### src/include/dac_port_pkg.sv
package dac_port_pkg;
  localparam int          CODE_W      = 18;
  localparam int          RANGE_W     = 3;
  localparam logic [7:0]  ADDR_CTRL   = 8'h00;
  localparam logic [7:0]  ADDR_CODE   = 8'h04;
  localparam logic [7:0]  ADDR_RANGE  = 8'h08;
  localparam logic [7:0]  ADDR_STATUS = 8'h0C;
  localparam logic [7:0]  ADDR_RDATA  = 8'h10;
  localparam logic [7:0]  ADDR_CMD    = 8'h14;
  localparam logic [2:0]  CMD_WRITE   = 3'h1;
  localparam logic [2:0]  CMD_UPDATE  = 3'h2;
  localparam logic [2:0]  CMD_READ    = 3'h3;
  localparam logic [2:0]  CMD_CLEAR   = 3'h4;
  localparam logic [2:0]  RANGE_MAX   = 3'h5;
  localparam int          PULSE_NS    = 30;
  localparam int          SETUP_NS    = 18;
  localparam int          READ_NS     = 48;
  localparam int          CLK_NS      = 10;
  localparam logic [3:0]  PULSE_CYC   = 4'((PULSE_NS + CLK_NS - 1) / CLK_NS);
  localparam logic [3:0]  SETUP_CYC   = 4'((SETUP_NS + CLK_NS - 1) / CLK_NS);
  localparam logic [3:0]  READ_CYC    = 4'((READ_NS + CLK_NS - 1) / CLK_NS + 2);
  typedef enum logic [6:0] {
    ST_IDLE  = 7'b0000001,
    ST_SETUP = 7'b0000010,
    ST_PULSE = 7'b0000100,
    ST_HOLD  = 7'b0001000,
    ST_RWAIT = 7'b0010000,
    ST_RDROP = 7'b0100000,
    ST_REND  = 7'b1000000
  } state_t;
endpackage : dac_port_pkg

### src/rtl/dac_port_host.sv
// Implementation choices: the APB interface to the registers and the register addresses.
`timescale 1ns/1ns
module dac_port_host (
  input  wire logic        clk,            // System clock
  input  wire logic        srst,           // Synchronous reset
  input  wire logic        ce,             // Clock enable
  input  wire logic        psel,           // APB select
  input  wire logic        penable,        // APB enable
  input  wire logic        pwrite,         // APB direction
  input  wire logic [7:0]  paddr,          // APB address
  input  wire logic [31:0] pwdata,         // APB write data
  output logic      [31:0] prdata,         // APB read data
  output logic             pready,         // APB ready
  output logic             pslverr,        // APB error
  input  wire logic        fixedRange,     // Fixed-range strap level
  output logic [17:0]      codeBusOut,     // Code lines out
  output logic             codeBusOe,      // Code lines drive enable
  input  wire logic [17:0] codeBusIn,      // Code lines in
  output logic [2:0]       rangeBusOut,    // Range lines out
  output logic             rangeBusOe,     // Range lines drive enable
  input  wire logic [2:0]  rangeBusIn,     // Range lines in
  output logic             portSel,        // Port select, high is range
  output logic             writeStrobe_n,  // Write strobe
  output logic             updateSelect,   // Update / register select
  output logic             readPin,        // Read pin
  output logic             asyncClear_n    // Clear
);
  ////////////////////////////////////////////////////////////////
  // Registers
  logic [1:0]  ctrl;          // bit0 port select, bit1 read converter stage
  logic [17:0] codeVal;
  logic [2:0]  rangeVal;
  logic [17:0] rdData;
  logic        busy;
  logic        badRange;
  logic [2:0]  cmd;
  logic [3:0]  cnt;
  logic [17:0] codeSync1, codeSync2;
  logic [2:0]  rangeSync1, rangeSync2;
  logic        strapSync1, strapSync2;
  dac_port_pkg::state_t state;
  dac_port_pkg::state_t next_state;

  wire acc      = psel && penable && !pready;
  wire wrAcc    = acc && pwrite;
  wire hitCtrl  = paddr == dac_port_pkg::ADDR_CTRL;
  wire hitCode  = paddr == dac_port_pkg::ADDR_CODE;
  wire hitRange = paddr == dac_port_pkg::ADDR_RANGE;
  wire hitStat  = paddr == dac_port_pkg::ADDR_STATUS;
  wire hitRd    = paddr == dac_port_pkg::ADDR_RDATA;
  wire hitCmd   = paddr == dac_port_pkg::ADDR_CMD;
  wire mapped   = hitCtrl | hitCode | hitRange | hitStat | hitRd | hitCmd;
  wire [2:0] cmdIn = pwdata[2:0];
  wire rangeBad = wrAcc && hitRange && (pwdata[2:0] > dac_port_pkg::RANGE_MAX);
  wire selRange = ctrl[0] && !strapSync2;
  wire cmdOk = (cmdIn == dac_port_pkg::CMD_WRITE) || (cmdIn == dac_port_pkg::CMD_UPDATE)
            || (cmdIn == dac_port_pkg::CMD_READ) || (cmdIn == dac_port_pkg::CMD_CLEAR);
  wire start = ce && wrAcc && hitCmd && !busy && cmdOk;
  wire cntDone = cnt == 4'h0;
  // Phase lengths: setup and hold, read wait with synchroniser, pulses
  wire [3:0] phaseLen = (next_state == dac_port_pkg::ST_RWAIT) ? dac_port_pkg::READ_CYC
                      : ((next_state == dac_port_pkg::ST_SETUP) || (next_state == dac_port_pkg::ST_HOLD))
                      ? dac_port_pkg::SETUP_CYC : dac_port_pkg::PULSE_CYC;
  wire [3:0] next_cnt = (next_state != state) ? phaseLen - 4'h1 : (cntDone ? 4'h0 : cnt - 4'h1);
  wire [31:0] rdMux = hitCtrl  ? {30'h0, ctrl}
                    : hitCode  ? {14'h0, codeVal}
                    : hitRange ? {29'h0, rangeVal}
                    : hitStat  ? {29'h0, strapSync2, badRange, busy}
                    : hitRd    ? {14'h0, rdData}
                    : 32'h0;

  ////////////////////////////////////////////////////////////////
  // Pin synchronisers
  always_ff @(posedge clk)
  begin
    if (ce)
    begin
      codeSync1  <= codeBusIn;
      codeSync2  <= codeSync1;
      rangeSync1 <= rangeBusIn;
      rangeSync2 <= rangeSync1;
      strapSync1 <= fixedRange;
      strapSync2 <= strapSync1;
    end
  end

  ////////////////////////////////////////////////////////////////
  // APB slave, one wait state
  always_ff @(posedge clk)
  begin
    if (srst)
    begin
      pready   <= 1'b0;
      pslverr  <= 1'b0;
      prdata   <= 32'h0;
      ctrl     <= 2'h0;
      codeVal  <= 18'h0;
      rangeVal <= 3'h0;
      badRange <= 1'b0;
    end
    else if (ce)
    begin
      pready  <= acc;
      pslverr <= acc && (!mapped || (wrAcc && hitCmd && (busy || !cmdOk)));
      prdata  <= (acc && !pwrite) ? rdMux : 32'h0;
      if (wrAcc && hitCtrl)
        ctrl <= pwdata[1:0];
      if (wrAcc && hitCode)
        codeVal <= pwdata[17:0];
      if (wrAcc && hitRange && !rangeBad)
        rangeVal <= pwdata[2:0];
      if (rangeBad)
        badRange <= 1'b1;
      else if (wrAcc && hitStat && pwdata[1])
        badRange <= 1'b0;
    end
  end

  ////////////////////////////////////////////////////////////////
  // Pin sequencer
  always_comb
  begin
    next_state = state;
    case (state)
      dac_port_pkg::ST_IDLE:  if (start) next_state = dac_port_pkg::ST_SETUP;
      dac_port_pkg::ST_SETUP: if (cntDone) next_state = (cmd == dac_port_pkg::CMD_READ)
                                ? dac_port_pkg::ST_RWAIT : dac_port_pkg::ST_PULSE;
      dac_port_pkg::ST_PULSE: if (cntDone) next_state = dac_port_pkg::ST_HOLD;
      dac_port_pkg::ST_HOLD:  if (cntDone) next_state = dac_port_pkg::ST_IDLE;
      dac_port_pkg::ST_RWAIT: if (cntDone) next_state = dac_port_pkg::ST_RDROP;
      dac_port_pkg::ST_RDROP: if (cntDone) next_state = dac_port_pkg::ST_REND;
      dac_port_pkg::ST_REND:  if (cntDone) next_state = dac_port_pkg::ST_IDLE;
      default:                next_state = dac_port_pkg::ST_IDLE;
    endcase
  end

  always_ff @(posedge clk)
  begin
    if (srst)
    begin
      state         <= dac_port_pkg::ST_IDLE;
      cnt           <= 4'h0;
      cmd           <= 3'h0;
      busy          <= 1'b0;
      rdData        <= 18'h0;
      portSel       <= 1'b0;
      writeStrobe_n <= 1'b1;
      updateSelect  <= 1'b0;
      readPin       <= 1'b0;
      asyncClear_n  <= 1'b1;
      codeBusOut    <= 18'h0;
      rangeBusOut   <= 3'h0;
      codeBusOe     <= 1'b0;
      rangeBusOe    <= 1'b0;
    end
    else if (ce)
    begin
      state <= next_state;
      cnt   <= next_cnt;
      case (state)
        dac_port_pkg::ST_IDLE:
          if (start)
          begin
            busy    <= 1'b1;
            cmd     <= cmdIn;
            portSel <= selRange;
            codeBusOut  <= codeVal;
            rangeBusOut <= rangeVal;
            codeBusOe   <= (cmdIn == dac_port_pkg::CMD_WRITE) && !selRange;
            rangeBusOe  <= (cmdIn == dac_port_pkg::CMD_WRITE) && selRange;
          end
        dac_port_pkg::ST_SETUP:
          if (cntDone)
          begin
            writeStrobe_n <= !(cmd == dac_port_pkg::CMD_WRITE);
            updateSelect  <= cmd == dac_port_pkg::CMD_UPDATE;
            asyncClear_n  <= !(cmd == dac_port_pkg::CMD_CLEAR);
            readPin       <= cmd == dac_port_pkg::CMD_READ;
          end
        dac_port_pkg::ST_PULSE:
          if (cntDone)
          begin
            writeStrobe_n <= 1'b1;
            updateSelect  <= 1'b0;
            asyncClear_n  <= 1'b1;
          end
        dac_port_pkg::ST_HOLD:
          if (cntDone)
          begin
            codeBusOe  <= 1'b0;
            rangeBusOe <= 1'b0;
            busy       <= 1'b0;
          end
        dac_port_pkg::ST_RWAIT:
        begin
          if (cnt == dac_port_pkg::READ_CYC - 4'h1)
            updateSelect <= ctrl[1];
          if (cntDone)
          begin
            rdData <= portSel ? {15'h0, rangeSync2} : codeSync2;
            updateSelect <= 1'b0;
          end
        end
        dac_port_pkg::ST_RDROP:
          if (cntDone)
            readPin <= 1'b0;
        dac_port_pkg::ST_REND:
          if (cntDone)
            busy <= 1'b0;
        default:
          busy <= 1'b0;
      endcase
    end
  end

  ////////////////////////////////////////////////////////////////
  // Checks
  a_strobe_read_excl: assert property (@(posedge clk) disable iff (srst)
    !(readPin && !writeStrobe_n))
    else $error("write strobe during read");
  a_no_bus_fight: assert property (@(posedge clk) disable iff (srst)
    readPin |-> !codeBusOe && !rangeBusOe)
    else $error("host drives bus during read");
  a_update_before_drop: assert property (@(posedge clk) disable iff (srst)
    $fell(readPin) |-> !updateSelect && !$past(updateSelect))
    else $error("update high when read dropped");
  a_one_port_driven: assert property (@(posedge clk) disable iff (srst)
    !(codeBusOe && rangeBusOe))
    else $error("both ports driven");
  a_fixed_sel_low: assert property (@(posedge clk) disable iff (srst)
    (strapSync2 && $rose(busy)) |-> !portSel)
    else $error("range port selected in fixed mode");
  a_strobe_width: assert property (@(posedge clk) disable iff (srst || !ce)
    $fell(writeStrobe_n) |-> !writeStrobe_n [*3])
    else $error("write strobe too short");
  a_data_held: assert property (@(posedge clk) disable iff (srst || !ce)
    $rose(writeStrobe_n) |-> (codeBusOe || rangeBusOe) [*2])
    else $error("data released too early");
  a_range_legal: assert property (@(posedge clk) disable iff (srst)
    rangeBusOe |-> rangeBusOut <= dac_port_pkg::RANGE_MAX)
    else $error("reserved range code driven");

  ////////////////////////////////////////////////////////////////
  // Pin sequence checks
  a_update_width: assert property (@(posedge clk) disable iff (srst || !ce)
    ($rose(updateSelect) && !readPin) |-> updateSelect [*3])
    else $error("update pulse too short");
  a_update_bus_free: assert property (@(posedge clk) disable iff (srst)
    ($rose(updateSelect) && !readPin) |-> !codeBusOe && !rangeBusOe)
    else $error("bus driven during update");
  a_clear_width: assert property (@(posedge clk) disable iff (srst || !ce)
    $fell(asyncClear_n) |-> !asyncClear_n [*3])
    else $error("clear pulse too short");
  a_clear_alone: assert property (@(posedge clk) disable iff (srst)
    !asyncClear_n |-> writeStrobe_n && !updateSelect)
    else $error("clear overlaps write or update");
  a_no_transparent: assert property (@(posedge clk) disable iff (srst)
    !(updateSelect && !writeStrobe_n))
    else $error("strobe and update both active");
  a_strobe_update_apart: assert property (@(posedge clk) disable iff (srst)
    $rose(writeStrobe_n) |-> !updateSelect)
    else $error("update rises with strobe");
  a_select_after_read: assert property (@(posedge clk) disable iff (srst)
    ($rose(updateSelect) && readPin) |-> $past(readPin))
    else $error("stage select before read");
  a_read_after_select: assert property (@(posedge clk) disable iff (srst || !ce)
    ($fell(updateSelect) && readPin) |-> readPin [*3])
    else $error("read dropped with stage select");
  a_read_sel_stable: assert property (@(posedge clk) disable iff (srst)
    readPin |-> $stable(portSel))
    else $error("port select moved during read");
  a_bus_free_read: assert property (@(posedge clk) disable iff (srst)
    $rose(readPin) |-> !$past(codeBusOe) && !$past(rangeBusOe))
    else $error("bus driven as read rises");
  a_idle_released: assert property (@(posedge clk) disable iff (srst)
    !busy |-> !codeBusOe && !rangeBusOe && writeStrobe_n)
    else $error("pins active while idle");
  a_write_sel_stable: assert property (@(posedge clk) disable iff (srst)
    !writeStrobe_n |-> $stable(portSel))
    else $error("port select moved during write");
  a_write_data_stable: assert property (@(posedge clk) disable iff (srst)
    !writeStrobe_n |-> $stable(codeBusOut) && $stable(rangeBusOut))
    else $error("bus data moved during write");
  a_code_oe_port: assert property (@(posedge clk) disable iff (srst)
    codeBusOe |-> !portSel)
    else $error("code lines driven with range port");
  a_range_oe_port: assert property (@(posedge clk) disable iff (srst)
    rangeBusOe |-> portSel)
    else $error("range lines driven with code port");
  a_fixed_no_range: assert property (@(posedge clk) disable iff (srst)
    (strapSync2 && (readPin || !writeStrobe_n)) |-> !portSel)
    else $error("range port used in fixed mode");
  a_reset_idle: assert property (@(posedge clk) disable iff (srst)
    $fell(srst) |-> writeStrobe_n && asyncClear_n && !readPin && !updateSelect)
    else $error("pins not idle after reset");
endmodule : dac_port_host

### config.mk
export PLATFORM = sky130hd
export DESIGN_NAME = dac_port_host
export DESIGN_NICKNAME = d
export VERILOG_FILES = /design/src/include/dac_port_pkg.sv /design/src/rtl/dac_port_host.sv
export SDC_FILE = /design/constraint.sdc
export NUM_CORES = 1
export LEC_CHECK = 0
export BUFFER_PORTS_ARGS = -buffer_cell sky130_fd_sc_hd__buf_2
export CORE_MARGIN = 3
export CORE_UTILIZATION = 50
export DETAILED_ROUTE_END_ITERATION = 12
export PLACE_DENSITY = 0.7
export SLEW_MARGIN = 20
export SYNTH_ARGS = -nofsm -noshare
export SYNTH_HDL_FRONTEND = slang
export SYNTH_SLANG_ARGS = --single-unit
### constraint.sdc
create_clock -name clk -period 4.5 [get_ports clk]
set_clock_uncertainty 0.1 [all_clocks]
set_input_delay 0.45 -clock clk [delete_from_list [all_inputs] [get_ports clk]]
set_output_delay 0.45 -clock clk [all_outputs]
set_load 0.005 [all_outputs]
Yosys cells after proc, flatten, opt, wreduce, memory -nomap -nowiden
Cells that the tools add are included.
{ "op_classes": {"n_addsub": 2, "magnitude_cmp": 1, "eq_ne": 32, "n_mux": 39, "bitwise_logic": 6, "n_reduce_logical": 57} }
{ "op_table": {"columns": ["cell", "n"], "rows": [
  ["two-way mux 18 bit", 7],
  ["two-way mux 7 bit", 6],
  ["one-hot mux 7 bit (6 select lines)", 1],
  ["logical AND 1 bit", 21],
  ["== test 8 x 4 -> 1 bit, second input constant", 2],
  ["== test 8 x 5 -> 1 bit, second input constant", 2],
  ["AND reduction 4 bit", 4],
  ["== test 7 x 2 -> 1 bit, second input constant", 2],
  ["== test 7 x 4 -> 1 bit, second input constant", 2],
  ["== test 7 x 5 -> 1 bit, second input constant", 2],
  ["two-way mux 1 bit", 14],
  ["== test 3 x 2 -> 1 bit, second input constant", 4],
  ["zero test 1 bit", 10],
  ["!= test 2 bit, second input constant", 5],
  ["one-hot mux 1 bit (2 select lines)", 5],
  ["== test 8 x 3 -> 1 bit, second input constant", 1],
  ["zero test 8 bit", 1],
  ["two-way mux 4 bit", 2],
  ["AND reduction 2 bit", 4],
  ["nonzero test 2 bit", 4],
  ["== test 7 x 1 -> 1 bit, second input constant", 1],
  ["== test 7 x 3 -> 1 bit, second input constant", 1],
  ["== test 7 x 6 -> 1 bit, second input constant", 1],
  ["== test 7 bit, second input constant", 1],
  ["21 further kinds", 34]
]} }
{ "word_totals": {"regBits": 163} }

Longest topological paths before layout
Gate-level depths: netlist of run 1.
{ "depth": {"depth_word": 15, "ltp_mapped": 9, "mapped_depth_nobuf": 6} }

Worst setup path after synthesis of run 1
Ideal clock, no wire load.
{ "synth_path": {"path_type": "input to register", "from": "input pwdata[1]", "to": "register state[2]", "setup_ns": 0.116, "arrival_ns": 2.177, "required_time_ns": 4.284, "setup_slack_ns": 2.107, "path_stages": 7, "cell_sequence": "buf_2 o21ai_0 or3b_2 o32ai_1 a2111oi_4 a21o_1 a31o_2"} }
{ "synth_between": {"elab_chain_cells": 7} }
{ "synth_lines": {"columns": ["item", "line_no", "rtl"], "rows": [
  ["start: declaration", "dac_port_host.sv:11", "input wire logic [31:0] pwdata,"],
  ["== test 3 x 1 -> 1 bit / == test 3 x 2 -> 1 bit (equally long branches)", "dac_port_host.sv:56", "wire cmdOk = (cmdIn == dac_port_pkg::CMD_WRITE) || (cmdIn == dac_port_pkg::CMD_UPDATE)"],
  ["logical OR 1 bit", "dac_port_host.sv:56", null],
  ["logical OR 1 bit", "dac_port_host.sv:57", "|| (cmdIn == dac_port_pkg::CMD_READ) || (cmdIn == dac_port_pkg::CMD_CLEAR);"],
  ["logical OR 1 bit *", "dac_port_host.sv:57", null],
  ["logical AND 1 bit *", "dac_port_host.sv:58", "wire start = ce && wrAcc && hitCmd && !busy && cmdOk;"],
  ["two-way mux 7 bit *", "dac_port_host.sv:125", "dac_port_pkg::ST_IDLE: if (start) next_state = dac_port_pkg::ST_SETUP;"],
  ["one-hot mux 7 bit (6 select lines) *", "dac_port_host.sv:124", "case (state)"],
  ["end signal: assignment", "dac_port_host.sv:141", "state <= dac_port_pkg::ST_IDLE;"],
  ["end signal: assignment", "dac_port_host.sv:158", "state <= next_state;"],
  ["end: declaration", "dac_port_host.sv:41", "dac_port_pkg::state_t state;"]
]} }
Every way passes the cells marked *; elsewhere a longest branch is shown, timed or not.
A chain may end at the register's enable or synchronous reset.

Final worst setup path of run 1
{ "layout_path": {"from": "register state[5]", "to": "register cnt[1]"} }
{ "layout_between": {"elab_chain_cells": 9} }
{ "layout_lines": {"columns": ["item", "line_no", "rtl"], "rows": [
  ["== test 7 bit / == test 7 x 4 -> 1 bit (equally long branches)", "dac_port_host.sv:124", null],
  ["OR reduction 2 bit (no source line)", null, null],
  ["one-hot mux 7 bit (6 select lines)", "dac_port_host.sv:124", null],
  ["== test 7 x 2 -> 1 bit / == test 7 x 4 -> 1 bit (equally long branches)", "dac_port_host.sv:62", ": ((next_state == dac_port_pkg::ST_SETUP) || (next_state == dac_port_pkg::ST_HOLD))"],
  ["logical OR 1 bit", "dac_port_host.sv:62", null],
  ["two-way mux 1 bit", "dac_port_host.sv:63", "? dac_port_pkg::SETUP_CYC : dac_port_pkg::PULSE_CYC;"],
  ["two-way mux 3 bit", "dac_port_host.sv:61", "wire [3:0] phaseLen = (next_state == dac_port_pkg::ST_RWAIT) ? dac_port_pkg::READ_CYC"],
  ["subtractor 3 x 1 -> 4 bit", "dac_port_host.sv:64", "wire [3:0] next_cnt = (next_state != state) ? phaseLen - 4'h1 : (cntDone ? 4'h0 : cnt - 4'h1);"],
  ["two-way mux 4 bit *", "dac_port_host.sv:64", null],
  ["end signal: assignment", "dac_port_host.sv:159", "cnt <= next_cnt;"],
  ["end: declaration", "dac_port_host.sv:37", "logic [3:0] cnt;"]
]} }
Marked as above.

==> results of run 1 <==
==> flip-flops by register name, summed over array words and instances, names as in the netlist, 4 cells and up <==
register    cells
state           7
codeSync2      18
codeVal        18
rdData         18
codeBusOut     18
codeSync1      18
cnt             4
prdata         18
==> worst max-delay path: stages, from the launching register on <==
cell      delay [ns]
dfxtp_1         0.46
nor3_2          0.48
nand4b_2        0.35
nor3_4          0.60
buf_4           0.34
a21oi_1         0.09
a211oi_1        0.26
nor4_2          0.08
==> placed cells by master, fill, tap and decap left out, drive strengths merged, types with 2 or more instances in the layout <==
cell type  netlist  routed
inv              2       5
nand4b           2       2
nor4b            5       5
buf             26     107
clkinvlp         0       4
or3              2       2
a22oi           20      20
clkinv           1       4
a221o            2       2
and3             6       6
a31oi            3       3
a211oi           4       4
nor3b           15      15
and2             3       3
or4              7       7
a2111oi          2       2
a311oi           3       3
clkbuf          35      18
nor3            11      11
o21ai           12      12
nand2          100     100
xor2             2       2
edfxtp          44      44
nand4            3       3
a21oi           89      89
and4b            5       5
mux2i           11      11
nor4             7       7
dfxtp          105     105
a31o             2       2
bufinv           0       4
conb             1      14
nor2            96      96
nand3           10      10
o2bb2ai          3       3
==> logic make-up after synthesis <==
group           after synthesis  synth area share [%]
flops                       149                  55.1
xor+xnor                      3                 0.423
other cells                   1                0.0604
simple gates                278                  21.8
mux                          11                  1.77
buf+inv                      64                  5.13
compound gates              154                  15.7
==> power breakdown <==
| part | total, W | internal [W] | switching, W |
|---|---|---|---|
| clock | 0.00149 | 0.000934 | 0.000557 |
| sequential | 0.00143 | 0.00142 | 0.0000147 |
| combinational | 0.000130 | 0.0000443 | 0.0000854 |
==> area by class of cell <==
class	count	share of cell area, %
clock inverter	14	2.72
tap	168	2.86
sequential	149	46.6
clock buffer	18	5.84
multi-input combinational	460	34.4
timing repair buffer	107	7.49
inverter	3	0.153
==> path summary, 6_finish.rpt <==
check | start | end | slack, ns | cells after the start
min reg2reg | codeSync1[15] | codeSync2[15] | 0.32 | 0
max | state[5] | cnt[1] | 1.61 | 7
max reg2reg | state[5] | cnt[1] | 1.61 | 7
min | codeBusIn[10] | codeSync1[10] | 0.11 | 1
==> metrics by stage <==
stage	cell area, sq um	power, W	cells
after CTS	7350	0.00308	919
final	7350	0.00305	919
after floorplan	6260	0.00154	673
after detailed placement	6720	0.00159	887
after global routing	7350	0.00316	919
after global placement	6720	0.00159	887
==> routing by layer <==
layer | wire length (um) | GRT usage (%)
met1 | 6510 | 27.5
met2 | 7250 | 35.8
met3 | 867 | 4.81
met4 | 286 | 8.06
met5 | 0 | 0
==> metrics.md, run 1 <==
| Metric | Value |
|---|---|
| Most common cell in the netlist | `dfxtp_1` |
| Placer congestion estimate | `0.859` |
| Detailed-placement wirelength estimate | `10000 um` |
| Startpoint types | `flip-flop` |
| Peak VDD IR | `0.297 mV` |
| Final net count | `806` |
| Number of flops mapped to enable cells by yosys | `44` |
| Mapped cell area | `6210 sq um` |
| Worst-path clk slew | `0.06 ns` |
| Top post-synthesis cells by count | `105 x dfxtp_1, 99 x nand2_1, 95 x nor2_1` |
| Iter 0 DRT Violations | `427` |
| Die area | `13800 sq um` |
| Crit end category | `flip-flop` |
| Hold Fails Final Rpt | `0` |
| Core region area | `12100 sq um` |
| Final setup violation count | `0` |
| Worst EP arrival | `3.07 ns` |
| Pleak | `2.75 nW` |
| Row count | `40` |
| Critical path class | `flip-flop to flip-flop` |
| Reg area | `3420 sq um` |
| Largest net degree at the start of global routing | `76` |
| Setup TNS | `0 ns` |
| Synth cell types | `68` |
| Post-synth top area share | `33.8%` |
| Hold Slack | `0.110 ns` |
| All-Layer GR Usage | `21.5%` |
| Final core utilization | `60.9%` |
| Vias | `5065` |
| Routed wire per std cell | `16.2 um` |
| Vias in the first global route | `4826` |
| RSZ-0062 raised after global routing | `false` |
| Fin worst setup slack | `1.61 ns` |
| Hold crit path type | `input pin to flip-flop` |
| Max_slew headroom | `28.3%` |
| Antenna Nets Post-Route | `0` |
| Critical path required time | `4.68 ns` |
| Max_cap viols | `0` |
| Async S/R FF share, synth | `0%` |
| Fin crit period | `2.89 ns` |
| Drt total wl | `14900 um` |
| Synth-to-Final Area Change | `18.3%` |
| Tightest Pin Transition | `1.07 ns` |
| Starting Density | `51.5%` |
| Post-synthesis register bit count | `149` |
| Share of layout cells above drive strength 1 | `20.5%` |
| Clk buf depth | `2` |
| Place WS | `1.31 ns` |
| TritonCTS clock tree | `yes` |
| Crit-path max FO | `16` |
| Synth top area cells | `dfxtp_1 34%, edfxtp_1 21%, a21oi_1 7.2%` |
| Post-CTS Hold Fix Bufs | `0` |
| Die Wd | `117 um` |
| Io pins | `130` |
| Register area share after synthesis | `55.1%` |
| First-pass GRT wire length | `24100 um` |
| DRC | `0` |
| Num CTS Buffers | `17` |
| Synth Area per Inst | `9.41 sq um` |
| DIE HEIGHT | `117 um` |
| Antenna diodes | `0` |
| Pre-antenna DRT Iters | `5` |
| Post-CTS Setup Bufs | `0` |
| Total grt overflow | `0` |
| Fin. max-slew vios | `0` |
| FMAX | `346 MHz` |
| Initial antenna violation count | `0` |
| Clock Latency Late Sink | `0.41 ns` |
| Clock sink count | `149` |
| Status | `completed` |
| Cell Pwr Density | `416 nW/um^2` |
| Area of the multi-input gates | `2530 sq um` |
| Fillers | `1053` |
| Yosys warns | `0` |
| Main synth FF type | `dfxtp_1` |
| Synth Instances | `660` |
| Post_cts resized | `0` |
| # port buffers | `101` |
| H-tree Lvls | `4` |
| Fin crit share | `64.2%` |
| Vias/cell | `5.51` |
| Leading area contributor after synthesis | `dfxtp_1` |
| Clock root cell | `clkbuf_16` |
(Power assumes the default switching activity.)
==> inputs of run 2 (changes only) <==
--- a/config.mk
+++ b/config.mk
@@ -5,11 +5,12 @@
 export SDC_FILE = /design/constraint.sdc
 export NUM_CORES = 1
 export LEC_CHECK = 0
+export ABC_AREA = 1
 export BUFFER_PORTS_ARGS = -buffer_cell sky130_fd_sc_hd__buf_2
 export CORE_MARGIN = 3
-export CORE_UTILIZATION = 50
+export CORE_UTILIZATION = 49
 export DETAILED_ROUTE_END_ITERATION = 12
-export PLACE_DENSITY = 0.7
+export PLACE_DENSITY = 0.71
 export SLEW_MARGIN = 20
 export SYNTH_ARGS = -nofsm -noshare
 export SYNTH_HDL_FRONTEND = slang
==> constraint.sdc (replaced) <==
create_clock -name clk -period 2.6 [get_ports clk]
set_clock_uncertainty 0.1 [all_clocks]
set_input_delay 0.26 -clock clk [delete_from_list [all_inputs] [get_ports clk]]
set_output_delay 0.26 -clock clk [all_outputs]
set_load 0.005 [all_outputs]
==> run 2 against run 1 <==
Synthesized area rose by 1.2%. Final cell count up 14%. Hold slack got worse by 0.094 ns. Utilization increased by 2.7 points. Routed wire length up 4.1%. Power up 75%. Via count up 6.4%. Sequential cell count is the same. Sequential share of layout area fell by 2.7 points. Critical endpoint is now rdData[13]. Highest routed layer unchanged.
==> metrics.md, run 2 <==
| Metric | Value |
|---|---|
| Status | `completed` |
| Async S/R FF share, synth | `0% (unchanged)` |
| Critical path class | `flip-flop to flip-flop` |
| NetSw | `0.00121 W (+84%)` |
| Max_slew headroom | `62.7% (+34 points)` |
| Detailed-placement wirelength estimate | `10700 um (+7.3%)` |
| Endpoint, Worst Hold | `codeVal[11]` |
| Final setup violation count | `0 (unchanged)` |
| Leading area contributor after synthesis | `dfxtp_1` |
| Yosys warns | `0 (unchanged)` |
| Initial antenna violation count | `0 (unchanged)` |
| Worst-path clk slew | `0.06 ns (about the same)` |
| Vias | `5391 (+6.4%)` |
| TritonCTS clock tree | `yes` |
| Comb pwr share | `6.6% (+2.4 points)` |
| Final net count | `932 (+16%)` |
| Synth-to-Final Area Change | `24.0%` |
| Synth Area per Inst | `8.53 sq um (-9.3%)` |
| All-Layer GR Usage | `21.9% (+0.43 points)` |
| Pre-antenna DRT Iters | `5 (unchanged)` |
| Register area share after synthesis | `54.4% (-0.67 points)` |
| Starting Density | `51.3% (-0.22 points)` |
| Clk buf depth | `2 (unchanged)` |
| Tightest Pin Transition | `0.556 ns (-0.511 ns)` |
| DIE HEIGHT | `119 um (+1.5%)` |
| Fin crit share | `82.9% (+19 points)` |
| Overall power | `0.00536 W (+75%)` |
| Iter 0 DRT Violations | `344 (-19%)` |
| Startpoint types | `flip-flop` |
| Fin worst setup slack | `0.444 ns (-1.17 ns)` |
| Post-synth top area share | `33.4% (-0.41 points)` |
| Setup TNS | `0 ns (unchanged)` |
| Clock sink count | `149 (unchanged)` |
| Sw Share | `22.5% (+1.0 points)` |
| DR WL met2 | `7670 um (+5.9%)` |
| Clock power share | `46.8% (-2.0 points)` |
| Hold path cells | `3 (+2)` |
| Critical path required time | `2.78 ns (-1.90 ns)` |
| Largest net degree at the start of global routing | `51 (-33%)` |
| Routed wire per std cell | `14.9 um (-8.5%)` |
| Synth cell types | `38 (-44%)` |
| Hold Startpoint | `pwdata[11]` |
| Fin crit period | `2.16 ns (-0.733 ns)` |
| Die Wd | `119 um (+1.5%)` |
| Peak VDD IR | `0.492 mV (+66%)` |
| Fillers | `1033 (-1.9%)` |
| Die area | `14200 sq um (+3.1%)` |
| Clock Latency Late Sink | `0.42 ns (about the same)` |
| RR Endpoint | `rdData[13]` |
| Num CTS Buffers | `17 (unchanged)` |
| Clock root cell | `clkbuf_16` |
| Power Internal | `0.00415 W (+73%)` |
| Sequential share of power | `46.6% (-0.3 points)` |
| Row count | `40 (unchanged)` |
| Io pins | `130 (unchanged)` |
| RSZ-0062 raised after global routing | `false` |
| Share of layout cells above drive strength 1 | `21.3% (+0.82 points)` |
| Post-CTS Hold Fix Bufs | `33 (+33)` |
| Main synth FF type | `dfxtp_1` |
| Total grt overflow | `0 (unchanged)` |
| M1 WL | `6780 um (+4.2%)` |
| Antenna diodes | `0 (unchanged)` |
| R2R setup slack | `0.44 ns (-1.17 ns)` |
| Most frequent cells in the layout | `107 x nand2_1, 105 x dfxtp_1, 101 x buf_2` |
| H-tree Lvls | `4 (unchanged)` |
| Pleak | `3.18 nW (+16%)` |
| Most common cell in the netlist | `nand2_1` |
| Antenna Nets Post-Route | `0 (unchanged)` |
| Mapped cell area | `6290 sq um (+1.2%)` |
| Fin. max-slew vios | `0 (unchanged)` |
| Cell Pwr Density | `687 nW/um^2 (+65%)` |
| Placer congestion estimate | `0.903 (+5.1%)` |
| DRC | `0 (unchanged)` |
| Vias/cell | `5.16 (-6.4%)` |
| R2r startpoint | `cnt[1]` |
| FMAX | `464 MHz (+34%)` |
| Hold Fails Final Rpt | `0 (unchanged)` |
| Post-CTS Setup Bufs | `0 (unchanged)` |
| Synth top area cells | `dfxtp_1 33%, edfxtp_1 21%, a21oi_1 7.1%` |
| Top post-synthesis cells by count | `107 x nand2_1, 105 x dfxtp_1, 89 x a21oi_1` |
| Cell count of the worst reg-to-reg path | `7 (unchanged)` |
| Vias in the first global route | `5121 (+6.1%)` |
| Drt total wl | `15500 um (+4.1%)` |
| Hold crit path type | `input pin to flip-flop` |
| Top Metal Used | `met4` |
| Crit-path max FO | `24 (+8)` |
| Worst EP arrival | `2.33 ns (-0.74 ns)` |
| Post_cts resized | `0 (unchanged)` |
| Max_cap viols | `0 (unchanged)` |
| Place WS | `0.277 ns (-1.04 ns)` |
| Leading cell type in the layout, fill and taps excluded | `nand2_1` |
| Post-synthesis register bit count | `149 (unchanged)` |
| Crit end category | `flip-flop` |
| Synth Instances | `737 (+12%)` |
| # port buffers | `101 (unchanged)` |
| Core region area | `12300 sq um (+1.7%)` |
| First-pass GRT wire length | `24800 um (+2.8%)` |
| Number of flops mapped to enable cells by yosys | `44 (unchanged)` |
| Met3 WL post-DR | `831 um (-4.2%)` |
==> run 2: changes by cell type in the layout (fill, tap and decap cells not counted), sizes merged, moves of 14 or more <==
cell         previous run  this run
inv                     5        95
o21ai                  12        77
dlygate4sd3             0        33
nor2                   96        73
a22oi                  20         0
nand2                 100       118
nor3b                  15         0
nand3                  10        24
==> run 2: worst max path at each step <==
stage                         from           to  depth (start not counted)
after global placement    paddr[5]  codeVal[14]                          9
after detailed placement  paddr[5]  codeVal[16]                          9
final                       cnt[1]   rdData[13]                          7
after CTS                   cnt[1]   rdData[13]                          7
after floorplan           state[6]       cnt[2]                         12
after global routing        cnt[1]   rdData[13]                          7
==> run 2: metrics by stage <==
stage          area [sq um]  hold WS, ns  instances  util [%]
6_report               7800       0.0158       1045      63.6
5_1_grt                7800       0.0357       1045      63.6
4_1_cts                7800      0.00751       1045      63.6
3_5_place_dp           6860        0.305        980      55.9
3_3_place_gp           6860        0.300        980      55.9
2_1_floorplan          6340        0.259        750         -
==> run 2: critical path, cell delays in order, from the launching register on <==
cell	delay (ns)
dfxtp_1	0.35
nor2_1	0.21
nand2_2	0.24
nor2_1	0.30
nand2_1	0.27
buf_4	0.29
a21oi_1	0.18
a211oi_1	0.07
==> run 2: cells by family (layout without fill, tap and decap cells) <==
family | Yosys count | after routing | synth area share [%]
AOI/OAI and AO/OA | 209 | 209 | 18.4
DFF | 149 | 149 | 54.4
buffers and inverters | 144 | 271 | 9.95
other | 1 | 14 | 0.0596
and+or+nand+nor | 234 | 234 | 17.2
==> run 2: layout make-up <==
class                      count  area (sq um)  area share [%]
timing repair buffer         143           903            11.6
inverter                      96           360            4.62
clock buffer                  22           497            6.37
tap                          168           210            2.69
clock inverter                10           118            1.51
sequential                   149          3420            43.9
multi-input combinational    457          2290            29.4
==> run 2: power groups by stage <==
stage	Sequential [W]	Combinational [W]	Clock (W)
floorplan	0.00254	0.000218	0
global placement	0.00255	0.000306	0
detailed placement	0.00255	0.000313	0
CTS	0.00250	0.000352	0.00254
global route	0.00250	0.000396	0.00264
finish	0.00250	0.000354	0.00251
==> run 2: metal layers <==
layer / vias up / global-route usage (%)
met5: - / 0
met4: 0 / 6.94
met3: 21 / 5.13
met2: 169 / 37.3
met1: 2507 / 27.6
li1: 2694 / -
